<file path="config.mk">
export PLATFORM = sky130hd
export DESIGN_NAME = system_control_registers
export DESIGN_NICKNAME = d
export VERILOG_FILES = /design/src/sysctl_pkg.sv /design/src/frame_align.sv /design/src/system_control_registers.sv
export SDC_FILE = /design/constraint.sdc
export NUM_CORES = 1
export LEC_CHECK = 0
export BUFFER_PORTS_ARGS = -buffer_cell sky130_fd_sc_hd__buf_2
export CORE_AREA = 4 4 122 124
export CTS_BUF_LIST = sky130_fd_sc_hd__clkbuf_16
export DETAILED_ROUTE_END_ITERATION = 12
export DIE_AREA = 0 0 126 128
export GPL_ROUTABILITY_DRIVEN = 0
export PLACE_DENSITY = 0.7
export SETUP_SLACK_MARGIN = 0.02
export SKIP_CTS_REPAIR_TIMING = 1
export SLEW_MARGIN = 30
export SYNTH_ARGS = -nofsm -noshare
export SYNTH_HDL_FRONTEND = slang
export SYNTH_HIERARCHICAL = 1
export SYNTH_SLANG_ARGS = --single-unit
export TNS_END_PERCENT = 10
</file>
<file path="constraint.sdc">
create_clock -name clk_sys_i -period 2.6 [get_ports clk_sys_i]
set_input_delay 0.26 -clock clk_sys_i [delete_from_list [all_inputs] [get_ports clk_sys_i]]
set_output_delay 0.26 -clock clk_sys_i [all_outputs]
set_load 0.05 [all_outputs]
</file>
<file path="src/sysctl_pkg.sv">
// Package of offsets, field positions, reset values and types for the system control registers.
package sysctl_pkg;

   // ****************************************************************
   // Register map
   // ****************************************************************
   localparam int             REG_ADDR_W    = 8;
   localparam logic [7:0]     OFS_APP_CTRL  = 8'h0c;
   localparam logic [7:0]     OFS_LOW_POWER = 8'h10;
   localparam logic [7:0]     OFS_FIXED_CFG = 8'h14;

   // ****************************************************************
   // Application interrupt and reset control fields
   // ****************************************************************
   localparam int             KEY_MSB            = 31;
   localparam int             KEY_LSB            = 16;
   localparam logic [15:0]    WRITE_KEY          = 16'h05fa;
   localparam int             BYTE_ORDER_BIT     = 15;
   localparam int             SYS_RESET_BIT      = 2;
   localparam int             DEBUG_CLEAR_BIT    = 1;

   // ****************************************************************
   // Low-power control fields
   // ****************************************************************
   localparam int             EVENT_ON_PEND_BIT  = 4;
   localparam int             DEEP_SELECT_BIT    = 2;
   localparam int             ON_RETURN_BIT      = 1;

   // ****************************************************************
   // Fixed behaviour configuration fields
   // ****************************************************************
   localparam int             FRAME_ALIGN_BIT    = 9;
   localparam int             MISALIGN_TRAP_BIT  = 3;
   localparam logic [31:0]    FIXED_CFG_VALUE    = 32'h0000_0208;

   // ****************************************************************
   // Exception frame alignment
   // ****************************************************************
   localparam int             PSR_PAD_BIT        = 9;
   localparam logic [31:0]    FRAME_PAD_BYTES    = 32'h0000_0004;

   // Software-visible low-power control bits.
   typedef struct packed {
      logic event_on_pending;
      logic deep_low_power_select;
      logic low_power_on_handler_return;
   } low_power_ctrl_t;

   localparam low_power_ctrl_t LOW_POWER_RESET = '{1'b0, 1'b0, 1'b0};

   // Width of one data access made by the processor.
   typedef enum logic [1:0] {
      SIZE_BYTE,
      SIZE_HALF,
      SIZE_WORD
   } access_size_t;

   // One data access presented for the alignment check.
   typedef struct packed {
      logic         valid;
      access_size_t size;
      logic [1:0]   addr_lo;
   } data_access_t;

   // Power state of the processor core.
   typedef enum {
      PWR_RUN,
      PWR_WAIT_EVENT,
      PWR_SLEEP
   } power_state_t;

endpackage

</file>
<file path="src/frame_align.sv">
// Exception stack frame alignment: pads on entry and undoes the pad on return.
`timescale 1ns/1ns
module frame_align
   import sysctl_pkg::*;
(
   input  wire logic        clk_sys_i,
   input  wire logic        rstn_i,
   input  wire logic        exc_entry_i,
   input  wire logic [31:0] entry_sp_i,
   input  wire logic        exc_return_i,
   input  wire logic [31:0] frame_top_i,
   input  wire logic [31:0] stacked_psr_i,
   output logic      [31:0] frame_sp_o,
   output logic             frame_pad_o,
   output logic      [31:0] restored_sp_o
);

   logic [31:0] next_frame_sp;
   logic        next_frame_pad;
   logic [31:0] next_restored_sp;

   // A word-aligned but not double-word-aligned stack gets one padding word.
   // The pad flag travels in the stacked status word, so return needs no other state.
   always_comb begin
      next_frame_sp    = frame_sp_o;
      next_frame_pad   = frame_pad_o;
      next_restored_sp = restored_sp_o;
      if (exc_entry_i) begin
         next_frame_pad = entry_sp_i[2];
         next_frame_sp  = {entry_sp_i[31:3], 3'b000};
      end
      if (exc_return_i) begin
         next_restored_sp = stacked_psr_i[PSR_PAD_BIT] ?
                            frame_top_i + FRAME_PAD_BYTES : frame_top_i;
      end
   end

   // Results hold until the next entry or return.
   always_ff @(posedge clk_sys_i or negedge rstn_i) begin
      if (!rstn_i) begin
         frame_sp_o    <= 32'h0000_0000;
         frame_pad_o   <= 1'b0;
         restored_sp_o <= 32'h0000_0000;
      end else begin
         frame_sp_o    <= next_frame_sp;
         frame_pad_o   <= next_frame_pad;
         restored_sp_o <= next_restored_sp;
      end
   end
endmodule

</file>
<file path="src/system_control_registers.sv">
// System control register group with low-power wake logic and access checks.
//
// Design decisions made here: the strobed register port and the register offsets.
`timescale 1ns/1ns
module system_control_registers
   import sysctl_pkg::*;
#(
   parameter int         IRQ_COUNT  = 32,
   parameter logic       BIG_ENDIAN = 1'b0
)(
   input  wire logic                  clk_sys_i,
   input  wire logic                  rstn_i,
   input  wire logic [REG_ADDR_W-1:0] reg_addr_i,
   input  wire logic [31:0]           reg_wdata_i,
   input  wire logic                  reg_wr_i,
   input  wire logic                  reg_rd_i,
   output logic      [31:0]           reg_rdata_o,
   input  wire logic [IRQ_COUNT-1:0]  irq_pending_i,
   input  wire logic [IRQ_COUNT-1:0]  irq_enable_i,
   input  wire logic                  ext_event_i,
   input  wire logic                  send_event_instruction_i,
   input  wire logic                  wait_for_event_instruction_i,
   input  wire logic                  wait_for_irq_i,
   input  wire logic                  handler_return_i,
   input  wire data_access_t          data_access_i,
   input  wire logic                  exc_entry_i,
   input  wire logic [31:0]           entry_sp_i,
   input  wire logic                  exc_return_i,
   input  wire logic [31:0]           frame_top_i,
   input  wire logic [31:0]           stacked_psr_i,
   output logic                       system_reset_request_o,
   output logic                       event_wait_o,
   output logic                       wake_o,
   output logic                       sleep_o,
   output logic                       deep_sleep_o,
   output logic                       hard_fault_exception_o,
   output logic      [31:0]           frame_sp_o,
   output logic                       frame_pad_o,
   output logic      [31:0]           restored_sp_o
);
   // ****************************************************************
   // Register access decode
   // ****************************************************************
   // True when the bus address selects the given register offset.
   function automatic logic hits(input logic [REG_ADDR_W-1:0] addr,
                                 input logic [REG_ADDR_W-1:0] ofs);
      hits = (addr == ofs);
   endfunction

   logic            keyed_app_write;
   logic            low_power_write;
   low_power_ctrl_t ctrl;
   low_power_ctrl_t next_ctrl;

   // A write without the key is dropped whole, so no field moves.
   assign keyed_app_write = reg_wr_i && hits(reg_addr_i, OFS_APP_CTRL)
                            && (reg_wdata_i[KEY_MSB:KEY_LSB] == WRITE_KEY);
   assign low_power_write = reg_wr_i && hits(reg_addr_i, OFS_LOW_POWER);

   // ****************************************************************
   // Low-power control register
   // ****************************************************************
   // Only the three defined bits are kept; all other written bits are dropped.
   always_comb begin
      next_ctrl = ctrl;
      if (low_power_write) begin
         next_ctrl.event_on_pending            = reg_wdata_i[EVENT_ON_PEND_BIT];
         next_ctrl.deep_low_power_select       = reg_wdata_i[DEEP_SELECT_BIT];
         next_ctrl.low_power_on_handler_return = reg_wdata_i[ON_RETURN_BIT];
      end
   end

   always_ff @(posedge clk_sys_i or negedge rstn_i) begin
      if (!rstn_i) begin
         ctrl <= LOW_POWER_RESET;
      end else begin
         ctrl <= next_ctrl;
      end
   end

   // ****************************************************************
   // Reset request and read data
   // ****************************************************************
   logic        next_reset_req;
   logic [31:0] next_rdata;

   // The reset request is a one-cycle pulse; the bit itself is never stored.
   // Reads answer in the following cycle; unmapped offsets and idle cycles give zero.
   always_comb begin
      next_reset_req = keyed_app_write && reg_wdata_i[SYS_RESET_BIT];
      next_rdata     = 32'h0000_0000;
      if (reg_rd_i) begin
         if (hits(reg_addr_i, OFS_APP_CTRL)) begin
            // Key field, reset request and debug bit all read as zero.
            next_rdata[BYTE_ORDER_BIT] = BIG_ENDIAN;
         end else if (hits(reg_addr_i, OFS_LOW_POWER)) begin
            next_rdata[EVENT_ON_PEND_BIT] = ctrl.event_on_pending;
            next_rdata[DEEP_SELECT_BIT]   = ctrl.deep_low_power_select;
            next_rdata[ON_RETURN_BIT]     = ctrl.low_power_on_handler_return;
         end else if (hits(reg_addr_i, OFS_FIXED_CFG)) begin
            next_rdata = FIXED_CFG_VALUE;
         end
      end
   end

   always_ff @(posedge clk_sys_i or negedge rstn_i) begin
      if (!rstn_i) begin
         system_reset_request_o <= 1'b0;
         reg_rdata_o            <= 32'h0000_0000;
      end else begin
         system_reset_request_o <= next_reset_req;
         reg_rdata_o            <= next_rdata;
      end
   end

   // ****************************************************************
   // Event sources
   // ****************************************************************
   logic                 ev_meta;
   logic                 ev_sync;
   logic                 ev_prev;
   logic [IRQ_COUNT-1:0] pend_prev;
   logic [IRQ_COUNT-1:0] new_pend;
   logic [IRQ_COUNT-1:0] wake_pend;
   logic                 ev_rise;
   logic                 wake_event;

   // The event pin is asynchronous; only the second stage feeds the edge detector.
   always_ff @(posedge clk_sys_i or negedge rstn_i) begin
      if (!rstn_i) begin
         ev_meta   <= 1'b0;
         ev_sync   <= 1'b0;
         ev_prev   <= 1'b0;
         pend_prev <= '0;
      end else begin
         ev_meta   <= ext_event_i;
         ev_sync   <= ev_meta;
         ev_prev   <= ev_sync;
         pend_prev <= irq_pending_i;
      end
   end

   // An interrupt counts as an event only on entry to pending, not while it stays there.
   assign new_pend  = irq_pending_i & ~pend_prev;
   assign wake_pend = ctrl.event_on_pending ? new_pend
                                            : (new_pend & irq_enable_i);
   assign ev_rise    = ev_sync && !ev_prev;
   assign wake_event = (|wake_pend) || ev_rise || send_event_instruction_i;

   // ****************************************************************
   // Power state and event latch
   // ****************************************************************
   power_state_t state;
   power_state_t next_state;
   logic         event_latch;
   logic         next_event_latch;
   logic         next_wake;
   logic         run_wfe;

   assign run_wfe = (state == PWR_RUN) && wait_for_event_instruction_i;

   // A waiting core is woken; otherwise the event is remembered for the next wait.
   // A new event in the cycle that a wait consumes the latch keeps it set.
   always_comb begin
      next_state       = state;
      next_wake        = 1'b0;
      next_event_latch = event_latch;
      if (run_wfe && !wake_event && event_latch) begin
         next_event_latch = 1'b0;
      end
      if (wake_event && (state != PWR_WAIT_EVENT)) begin
         next_event_latch = 1'b1;
      end
      case (state)
         PWR_RUN: begin
            if (wait_for_event_instruction_i) begin
               if (!event_latch && !wake_event) begin
                  next_state = PWR_WAIT_EVENT;
               end
            end else if (wait_for_irq_i) begin
               next_state = PWR_SLEEP;
            end else if (handler_return_i && ctrl.low_power_on_handler_return) begin
               next_state = PWR_SLEEP;
            end
         end
         PWR_WAIT_EVENT: begin
            if (wake_event) begin
               next_state = PWR_RUN;
               next_wake  = 1'b1;
            end
         end
         PWR_SLEEP: begin
            // Sleep ends on any enabled interrupt that is pending.
            if (|(irq_pending_i & irq_enable_i)) begin
               next_state = PWR_RUN;
               next_wake  = 1'b1;
            end
         end
         default: next_state = PWR_RUN;
      endcase
   end

   always_ff @(posedge clk_sys_i or negedge rstn_i) begin
      if (!rstn_i) begin
         state       <= PWR_RUN;
         event_latch <= 1'b0;
         wake_o      <= 1'b0;
      end else begin
         state       <= next_state;
         event_latch <= next_event_latch;
         wake_o      <= next_wake;
      end
   end

   // Both wait and sleep use the low-power mode that software selected.
   assign event_wait_o = (state == PWR_WAIT_EVENT);
   assign sleep_o      = (state != PWR_RUN) && !ctrl.deep_low_power_select;
   assign deep_sleep_o = (state != PWR_RUN) && ctrl.deep_low_power_select;

   // ****************************************************************
   // Misaligned access trap
   // ****************************************************************
   logic misaligned;
   logic next_fault;

   // Trapping is fixed on; there is no way to allow misaligned data accesses.
   always_comb begin
      misaligned = 1'b0;
      case (data_access_i.size)
         SIZE_HALF: misaligned = data_access_i.addr_lo[0];
         SIZE_WORD: misaligned = |data_access_i.addr_lo;
         default:   misaligned = 1'b0;
      endcase
      next_fault = data_access_i.valid && misaligned;
   end

   always_ff @(posedge clk_sys_i or negedge rstn_i) begin
      if (!rstn_i) begin
         hard_fault_exception_o <= 1'b0;
      end else begin
         hard_fault_exception_o <= next_fault;
      end
   end

   // ****************************************************************
   // Exception frame alignment
   // ****************************************************************
   frame_align u_frame_align (
      .clk_sys_i     (clk_sys_i),
      .rstn_i        (rstn_i),
      .exc_entry_i   (exc_entry_i),
      .entry_sp_i    (entry_sp_i),
      .exc_return_i  (exc_return_i),
      .frame_top_i   (frame_top_i),
      .stacked_psr_i (stacked_psr_i),
      .frame_sp_o    (frame_sp_o),
      .frame_pad_o   (frame_pad_o),
      .restored_sp_o (restored_sp_o)
   );
endmodule

</file>
Word-level counts from Yosys, hierarchy flattened:

Index checks and enable logic that the tools add are counted.

* add/subtract/negate cells: 1
* equality and inequality tests: 14
* mux-type cells: 25
* bitwise gates (word level): 4
* reduce and logical (&&, ||, !) cells: 28

Operators by type and width (count)
* 2-to-1 mux 32 bit: 9
* AND 32 bit: 3
* case mux 32 bit (3 select lines): 1
* == test 32 x 2 -> 1 bit (second input constant): 2
* logical NOT 32 bit: 2
* OR reduction 32 bit: 2
* adder 32 x 3 -> 32 bit (second input constant): 1
* == test 32 x 1 -> 1 bit (second input constant): 1
* inequality test 32 x 2 -> 1 bit (second input constant): 1
* NOT 32 bit: 1
* nonzero test 32 bit: 1
* 2-to-1 mux 27 bit: 1
* == test 16 x 11 -> 1 bit (second input constant): 1
* == test 8 x 5 -> 1 bit (second input constant): 2
* 2-to-1 mux 16 bit: 1
* 2-to-1 mux 15 bit: 1
* logical AND 1 bit: 14
* 2-to-1 mux 10 bit: 1
* == test 8 x 4 -> 1 bit (second input constant): 1
* 2-to-1 mux 1 bit: 8
* logical NOT 1 bit: 4
* inequality test 2 bit (second input constant): 2
* inequality test 4 bit (second input constant): 1
* case mux 1 bit (2 select lines): 2
* 8 further kinds: 9

* register bits after elaboration: 168
* input port bits: 216
* output and inout bits: 103
* logic and storage cells: 88

Logic depth before layout (Yosys ltp):

Gate-level depths: netlist of the first run.

* depth after elaboration: 12
* mapped depth: 9
* gate-level depth less buffers: 7

Modules after synthesis:

The synthesis of the first run kept the hierarchy.

Modules (own cells, without submodules)
* frame_align: times used 1, cells each 258, area an instance 2862.7 µm², sequential area each 1551.5 µm²
* system_control_registers: times used 1, cells each 235, area an instance 2448.6 µm², sequential area each 1201.2 µm²

Worst setup path after synthesis of the first run:

Ideal clock, no wire load.

* path type: reg2reg
* start: register ctrl[2] (netlist name)
* end: register state[0]
* library setup time: 0.082 ns
* arrival time: 2.082 ns
* data required time: 2.518 ns
* slack: 0.435 ns
* cell stages (with the launch flop): 10
* buffers on the path: 2
* period minus slack after synthesis: 2.165 ns
* cell sequence: dfrtp_1 buf_6 buf_6 nor2_1 nor3b_1 nor4_1 nand4_1 nor4_4 or4b_1 a22oi_2

* longest elaborated chain between the ends: 8
* elaborated cells on any way between the ends: 9
* those cells by class: eq/ne: 2; mux: 1; reduce/logical: 6

Ends and longest elaborated chain
* start: declaration: line system_control_registers.sv:52 `low_power_ctrl_t ctrl;`
* start signal: assignment: line system_control_registers.sv:77 `ctrl <= next_ctrl;`
* 2-to-1 mux 32 bit *: line system_control_registers.sv:145 `assign wake_pend = ctrl.event_on_pending ? new_pend`
* OR reduction 32 bit *: line system_control_registers.sv:148 `assign wake_event = (|wake_pend) || ev_rise || send_event_instruction_i;`
* logical OR 1 bit * (2 in series): line system_control_registers.sv:148
* logical NOT 1 bit: line system_control_registers.sv:177 `if (!event_latch && !wake_event) begin`
* logical AND 1 bit: line system_control_registers.sv:177
* inequality test 3 bit (no line)
* AND reduction 4 bit (no line) *
* end signal: assignment: line system_control_registers.sv:209 `state <= next_state;`
* end: declaration: line system_control_registers.sv:153 `power_state_t state;`

Every way passes the cells marked *; elsewhere a longest branch is shown, timed or not.
A chain may end at the register's enable or synchronous reset.

Worst setup path after layout of the first run:

Same ends and word-level chain as after synthesis.

==> results of run 1 <==
==> how the worst max path moves through the flow <==
stage | to | slack (ns) | cells past startpoint
4_1_cts | state[0] | 0.008 | 8
3_5_place_dp | state[0] | 0.02 | 8
2_1_floorplan | state[0] | 0.44 | 9
5_1_grt | state[0] | 0.04 | 8
6_report | state[0] | 0.22 | 8
3_3_place_gp | state[0] | 0.06 | 7
==> registers in the layout, summed over array words and instances (netlist names) <==
register / count
u_frame_align/restored_sp_o: 32
ev_sync: 1
ctrl: 3
ev_prev: 1
u_frame_align/frame_sp_o: 29
pend_prev: 32
ev_meta: 1
wake_o: 1
hard_fault_exception_o: 1
state: 2
system_reset_request_o: 1
event_latch: 1
u_frame_align/frame_pad_o: 1
reg_rdata_o: 4
==> cells in the mapped netlist (3+ instances only) <==
cell      number
and4_1         3
xor2_1        13
nor4_1         8
and2_1         5
inv_1         16
nor3_1         4
nand4_1       16
o211ai_1       5
clkbuf_1      12
nor2_1        64
a22oi_1       12
nand3_1       14
nor2_2         4
nor4_2         5
nor3b_1       28
xnor2_1       16
and3_1         5
nand2_1       15
a21oi_1       33
buf_6          3
mux2_2        35
dfrtp_1      110
ha_1           6
buf_4         31
==> per-stage QoR <==
stage / setup slack [ns] / instance area, µm²
2_1_floorplan: 0.435 / 5420
3_3_place_gp: 0.0595 / 6600
3_5_place_dp: 0.0250 / 6600
4_1_cts: 0.00798 / 6900
5_1_grt: 0.0403 / 6910
6_report: 0.216 / 6910
==> area by class of cell <==
cell class	count	area share
flip-flops and latches	110	0.399
well taps	180	0.0326
clock inverters	5	0.0110
repair buffers	250	0.186
multi-input cells	347	0.330
inverters	16	0.00869
clock buffers	9	0.0326
==> per-layer routing <==
metal	up-vias	global-route usage	part of all wire
li1	2156	-	-
met1	2068	0.211	0.42
met5	-	0	0
met2	190	0.273	0.47
met4	0	0.0650	0.019
met3	16	0.0521	0.090
==> worst register-to-register path: cells and delay by family (launching register included) <==
family / cells / cell delay [ns]
AOI/OAI and AO/OA: 1 / 0.12
and+or+nand+nor: 6 / 1.39
buffers and inverters: 1 / 0.21
DFF: 1 / 0.58
==> logic make-up (layout without fill, tap and decap cells) <==
| kind of cell | after synthesis | count (layout) | share of synthesized area |
|---|---|---|---|
| compound gates | 62 | 62 | 0.0742 |
| fa+ha+maj | 6 | 6 | 0.0141 |
| xor+xnor | 29 | 29 | 0.0478 |
| flops | 110 | 110 | 0.518 |
| simple gates | 184 | 184 | 0.196 |
| buf+inv | 64 | 280 | 0.0718 |
| mux | 36 | 36 | 0.0761 |
| other cells | 2 | 30 | 0.00141 |
==> report_power, final <==
group	internal [µW]	total, µW	switching [µW]
Sequential	1850	1920	65.5
Clock	829	1410	586
Combinational	337	1160	823
Total	3020	4490	1470
==> flow_summary_export.csv, run 1 <==
group,metric,value,unit
sta,finalSetupViolations,0,
critical_path,critical_path.top_delay_family,"simple AND/OR/NAND/NOR gates",
sta,fmax,419,MHz
hold_path,hp-start,"ext_event_i",
power,peakVddDrop,0.298,mV
critical_path,startpoint_type,"flip-flop",
critical_path,rr_endpoint,"state[0]",
cells_and_area,syn_to_final_growth,30.2,%
critical_path,cp_slowest_cell,"dfrtp_4",
critical_path,crit_path_max_incr_delay,0.58,ns
die,die_w,126,µm
route,route.detailed.drc,0,
sta,fin_skew,0.00523,ns
critical_path,arrival,2.65,ns
die,std_cell_rows,43,
sta,timing.final.crit_period,2.38,ns
hold_path,hold_class,"in2reg",
clock_network,clk_pin_slew,0.07,ns
sta,hold_violations,0,
synthesis,ys_warn_count,6,
cells_and_area,fin_util,0.502,
grt,grt-ovfl-total,0,
synthesis,synth.area.top_cells,"dfrtp_1 (52%), mux2_2 (7.4%), nor2_1 (4.5%)",
die,start_util,0.386,
cells_and_area,fin_nets,956,
synthesis,yosys.cell_types.count,44,
route,postRouteAntennaNets,0,
cells_and_area,multi_input_area,2280,µm²
critical_path,crit_chain,"buf_4 > nor2_1 > nor3b_1 > nor4_1 > nand2_1 > nor4_4 > or4b_1 > a22oi_2",
sta,post-route-period-util,0.917,
critical_path,cp.buffers_inverters,1,
cells_and_area,mostFrequentLayoutCell,"buf_2",
synthesis,syn_avg_cell_area,10.8,µm²
critical_path,cp.required,2.86,ns
grt,grt_pass1_wl,21.9,mm
sta,rsz0062_at_grt,"false",
clock_network,clock_latency,0.34,ns
hold_path,hold_end,"ev_meta",
route,vias,4430,
cells_and_area,final_cell_mix,"buf_2 (241), dfrtp_1 (109), nor2_1 (64)",
sta,maxSlewHeadroom,0.546,
critical_path,critPathKind,"reg2reg",
critical_path,regToRegSetupSlack,0.22,ns
cells_and_area,seqCellArea,2760,µm²
outcome,status,"completed",
cells_and_area,antennaDiodeCount,0,
sta,final_max_slew_viol_count,0,
placed_design,dpl.hpwl,10.7,mm
critical_path,startpoint,"ctrl[2]",
cells_and_area,fin_cells,917,
synthesis,netlist_area,5310,µm²
route,drt-pass1-iter-count,4,
synthesis,ys_async_sr_fraction,1.00,
synthesis,synth-seq-cells,110,
clock_network,numCtsBuffers,9,
grt,track_usage,0.168,
clock_network,cts_sinks,110,
critical_path,r2r_start,"ctrl[2]",
power,p_leak,0.00327,µW
clock_network,clock_path_buffers,2,
grt,grt_pass1_vias,4427,
cells_and_area,layout-drive-gt1-share,0.419,
critical_path,critPathMaxFanout,18,
route,dr.first_iter.drc_count,214,
route,totalWireLength,13.7,mm
synthesis,synth.top_cell.area_share,0.518,
die,dieArea,16100,µm²
power,p_per_area,649,nW/µm²
sta,tightest_slew,0.675,ns
cells_and_area,fill_cells,1326,
power,p_total,4490,µW
route,wire_per_inst,14.9,µm
grt,grt_max_degree,63,
die,core_area,13800,µm²
die,ios,319,
route,via_per_inst,4.83,
clock_network,h-tree-depth,3,
critical_path,reg2reg_depth,8,
hold_path,holdPathStages,1,
sta,fin_tns_setup,0,ns
sta,hold_slack,0.0289,ns
synthesis,yosysSeqAreaShare,0.518,
synthesis,synth_top_cell_by_area,"dfrtp_1",
clock_network,cts_root_buf,"clkbuf_16",
placed_design,io_buffers,242,
synthesis,synthFlopType,"dfrtp_1",
clock_network,cts_tree,"yes",
critical_path,cp-end-kind,"flip-flop",
synthesis,synth_edf_count,0,
die,die_y,128,µm
synthesis,syn_inst,493,
grt,grt_antenna_before_repair,0,
placed_design,place_inst,902,
job,cap_violations,0,
Power figures use the tool's default switching activity.
==> inputs of run 2 (changes only) <==
PLACE_DENSITY = 0.71   (was 0.7)
SYNTH_HIERARCHICAL = unset   (was 1)
==> flow_summary_export.csv, run 2 <==
group,metric,value,unit
sta,hold_violations,0,
sta,hold_slack,0.0244,ns
grt,grt_max_degree,59,
clock_network,clock_latency,0.34,ns
cells_and_area,top_regs,"pend_prev: 32 flops, u_frame_align.restored_sp_o: 32 flops, u_frame_align.frame_sp_o: 29 flops",
sta,timing.final.crit_period,2.20,ns
cells_and_area,syn_to_final_growth,28.6,%
critical_path,startpoint,"ctrl[2]",
power,peakVddDrop,0.261,mV
synthesis,netlist_area,5340,µm²
critical_path,arrival,2.40,ns
grt,grt_pass1_vias,4400,
die,core_area,13800,µm²
power,p_seq_frac,0.437,
cells_and_area,antennaDiodeCount,0,
clock_network,clock_path_buffers,2,
critical_path,cp-end-kind,"flip-flop",
synthesis,synth_edf_count,0,
power,internal_power,2920,µW
synthesis,syn_avg_cell_area,11.0,µm²
power,switchingPower,1460,µW
power,clockPowerShare,0.301,
sta,rsz0062_at_grt,"false",
clock_network,cts_sinks,110,
synthesis,synth-seq-cells,110,
route,via_per_inst,4.81,
die,die_w,126,µm
grt,grt-ovfl-total,0,
sta,maxSlewHeadroom,0.566,
critical_path,critPathKind,"reg2reg",
synthesis,yosysMostFrequentCell,"dfrtp_1",
cells_and_area,mostFrequentLayoutCell,"buf_2",
critical_path,crit_chain,"buf_4 > nor2_1 > o32ai_1 > nor4_2 > nand2_1 > nor4b_4 > o221ai_1",
route,wire_per_inst,14.5,µm
clock_network,cts_root_buf,"clkbuf_16",
synthesis,syn_inst,487,
route,drt-pass1-iter-count,4,
sta,tightest_slew,0.651,ns
die,dieArea,16100,µm²
synthesis,yosys.cell_types.count,51,
route,postRouteAntennaNets,0,
synthesis,synthFlopType,"dfrtp_1",
critical_path,cp.required,2.80,ns
power,switching_share,0.333,
synthesis,yosysSeqAreaShare,0.515,
clock_network,clk_pin_slew,0.07,ns
clock_network,h-tree-depth,3,
power,p_per_area,637,nW/µm²
sta,post-route-period-util,0.845,
hold_path,hold_class,"in2reg",
grt,grt_antenna_before_repair,0,
critical_path,reg2reg_depth,7,
critical_path,cp-endpoint,"state[1]",
sta,fmax,455,MHz
sta,finalSetupViolations,0,
route,totalWireLength,13.3,mm
critical_path,r2r_start,"ctrl[2]",
placed_design,placed_area,6580,µm²
route,vias,4390,
die,ios,319,
power,p_leak,0.00331,µW
critical_path,critPathMaxFanout,31,
critical_path,rr_endpoint,"state[1]",
cells_and_area,layout-drive-gt1-share,0.423,
clock_network,cts_tree,"yes",
critical_path,startpoint_type,"flip-flop",
route,route.detailed.drc,0,
cells_and_area,design_area,6870,µm²
critical_path,cp_slowest_cell,"nor4_2",
die,std_cell_rows,43,
synthesis,synth_common_cells,"dfrtp_1 (110), nor2_1 (69), mux2_2 (35)",
route,dr.first_iter.drc_count,221,
sta,fin_skew,0.00729,ns
synthesis,synth.area.top_cells,"dfrtp_1 (52%), mux2_2 (7.4%), nor2_1 (4.9%)",
synthesis,ys_async_sr_fraction,1.00,
clock_network,numCtsBuffers,9,
die,start_util,0.388,
cells_and_area,fin_cells,912,
cells_and_area,final_cell_mix,"buf_2 (241), dfrtp_1 (110), nor2_1 (69)",
sta,final_max_slew_viol_count,0,
critical_path,crit_cells,7,
placed_design,io_buffers,242,
grt,grt_pass1_wl,21.2,mm
critical_path,crit_path_max_incr_delay,0.47,ns
die,die_y,128,µm
cells_and_area,fin_nets,950,
synthesis,synth.top_cell.area_share,0.515,
power,p_comb_frac,0.262,
sta,fin_tns_setup,0,ns
synthesis,synth_top_cell_by_area,"dfrtp_1",
critical_path,critical_path.top_delay_family,"simple AND/OR/NAND/NOR gates",
job,cap_violations,0,
critical_path,cp.buffers_inverters,1,
critical_path,regToRegSetupSlack,0.40,ns
grt,track_usage,0.163,
synthesis,ys_warn_count,0,
placed_design,place_inst,896,
placed_design,dpl.hpwl,10.6,mm
outcome,status,"completed",
[run 2: changes by cell type after synthesis, sizes merged, moves of 3 or more]
cell	before	now
a22oi	13	16
nand2	15	11
nand2b	2	12
xor2	13	19
and3	5	11
nand3	14	20
nor4b	1	4
xnor2	16	10
o211ai	5	2
nor3b	28	14
o32ai	0	10
nand4	16	10
nor4	14	7
[run 2: power groups by stage]
stage	sequential [µW]	combinational, µW	clock (µW)
global route	1930	1240	1440
global placement	1940	1140	0
floorplan	2300	454	0
finish	1910	1150	1320
CTS	1910	1160	1370
detailed placement	1940	1160	0
[run 2: how the worst min path moves through the flow]
stage                     cells after the start   startpoint  slack [ns]             to
after global routing                          1  ext_event_i        0.02        ev_meta
after CTS                                     1       rstn_i       -0.23  pend_prev[13]
final                                         1  ext_event_i        0.02        ev_meta
after detailed placement                      1       rstn_i        0.15  pend_prev[13]
after floorplan                               0       rstn_i       -0.04        ctrl[0]
after global placement                        1       rstn_i        0.15  pend_prev[12]
[run 2: layout make-up]
| type | instances | area (µm²) |
|---|---|---|
| Clock buffer | 9 | 225 |
| Timing Repair Buffer | 247 | 1270 |
| Fill cell | 1328 | 6900 |
| Tap cell | 180 | 225 |
| Sequential cell | 110 | 2750 |
| Multi-Input combinational cell | 344 | 2290 |
| Inverter | 16 | 60.1 |
| Clock inverter | 6 | 53.8 |
[run 2: logic make-up after synthesis]
kind of cell / count (synthesis) / share of synthesized area
multiplexers: 36 / 0.0757
buffers and inverters: 62 / 0.0769
adder cells (fa/ha/maj): 6 / 0.0141
XOR/XNOR: 29 / 0.0476
AO/OA/AOI/OAI: 70 / 0.0848
AND/OR/NAND/NOR: 173 / 0.185
flip-flops: 110 / 0.515
other: 1 / 0.000702
[run 2: worst register-to-register path: cells and delay by family (launching register included)]
kind	cells	cell delay [ns]
AO/OA/AOI/OAI	2	0.25
buffers and inverters	1	0.25
flip-flops	1	0.41
AND/OR/NAND/NOR	4	1.15
[run 2: stage by stage]
stage               power [µW]   util  setup WS (ns)
floorplan                 2750      -          0.831
global placement          3080  0.478          0.464
detailed placement        3100  0.478          0.432
CTS                       4440  0.498          0.409
global route              4600  0.499          0.237
finish                    4380  0.499          0.403
[run 2: layer usage]
| layer | vias to the layer above | track usage | routed length, µm |
|---|---|---|---|
| met5 | - | 0 | 0 |
| met4 | 0 | 0.0618 | 257 |
| met3 | 20 | 0.0425 | 1160 |
| met2 | 193 | 0.273 | 6420 |
| met1 | 2047 | 0.203 | 5420 |
| li1 | 2130 | - | - |
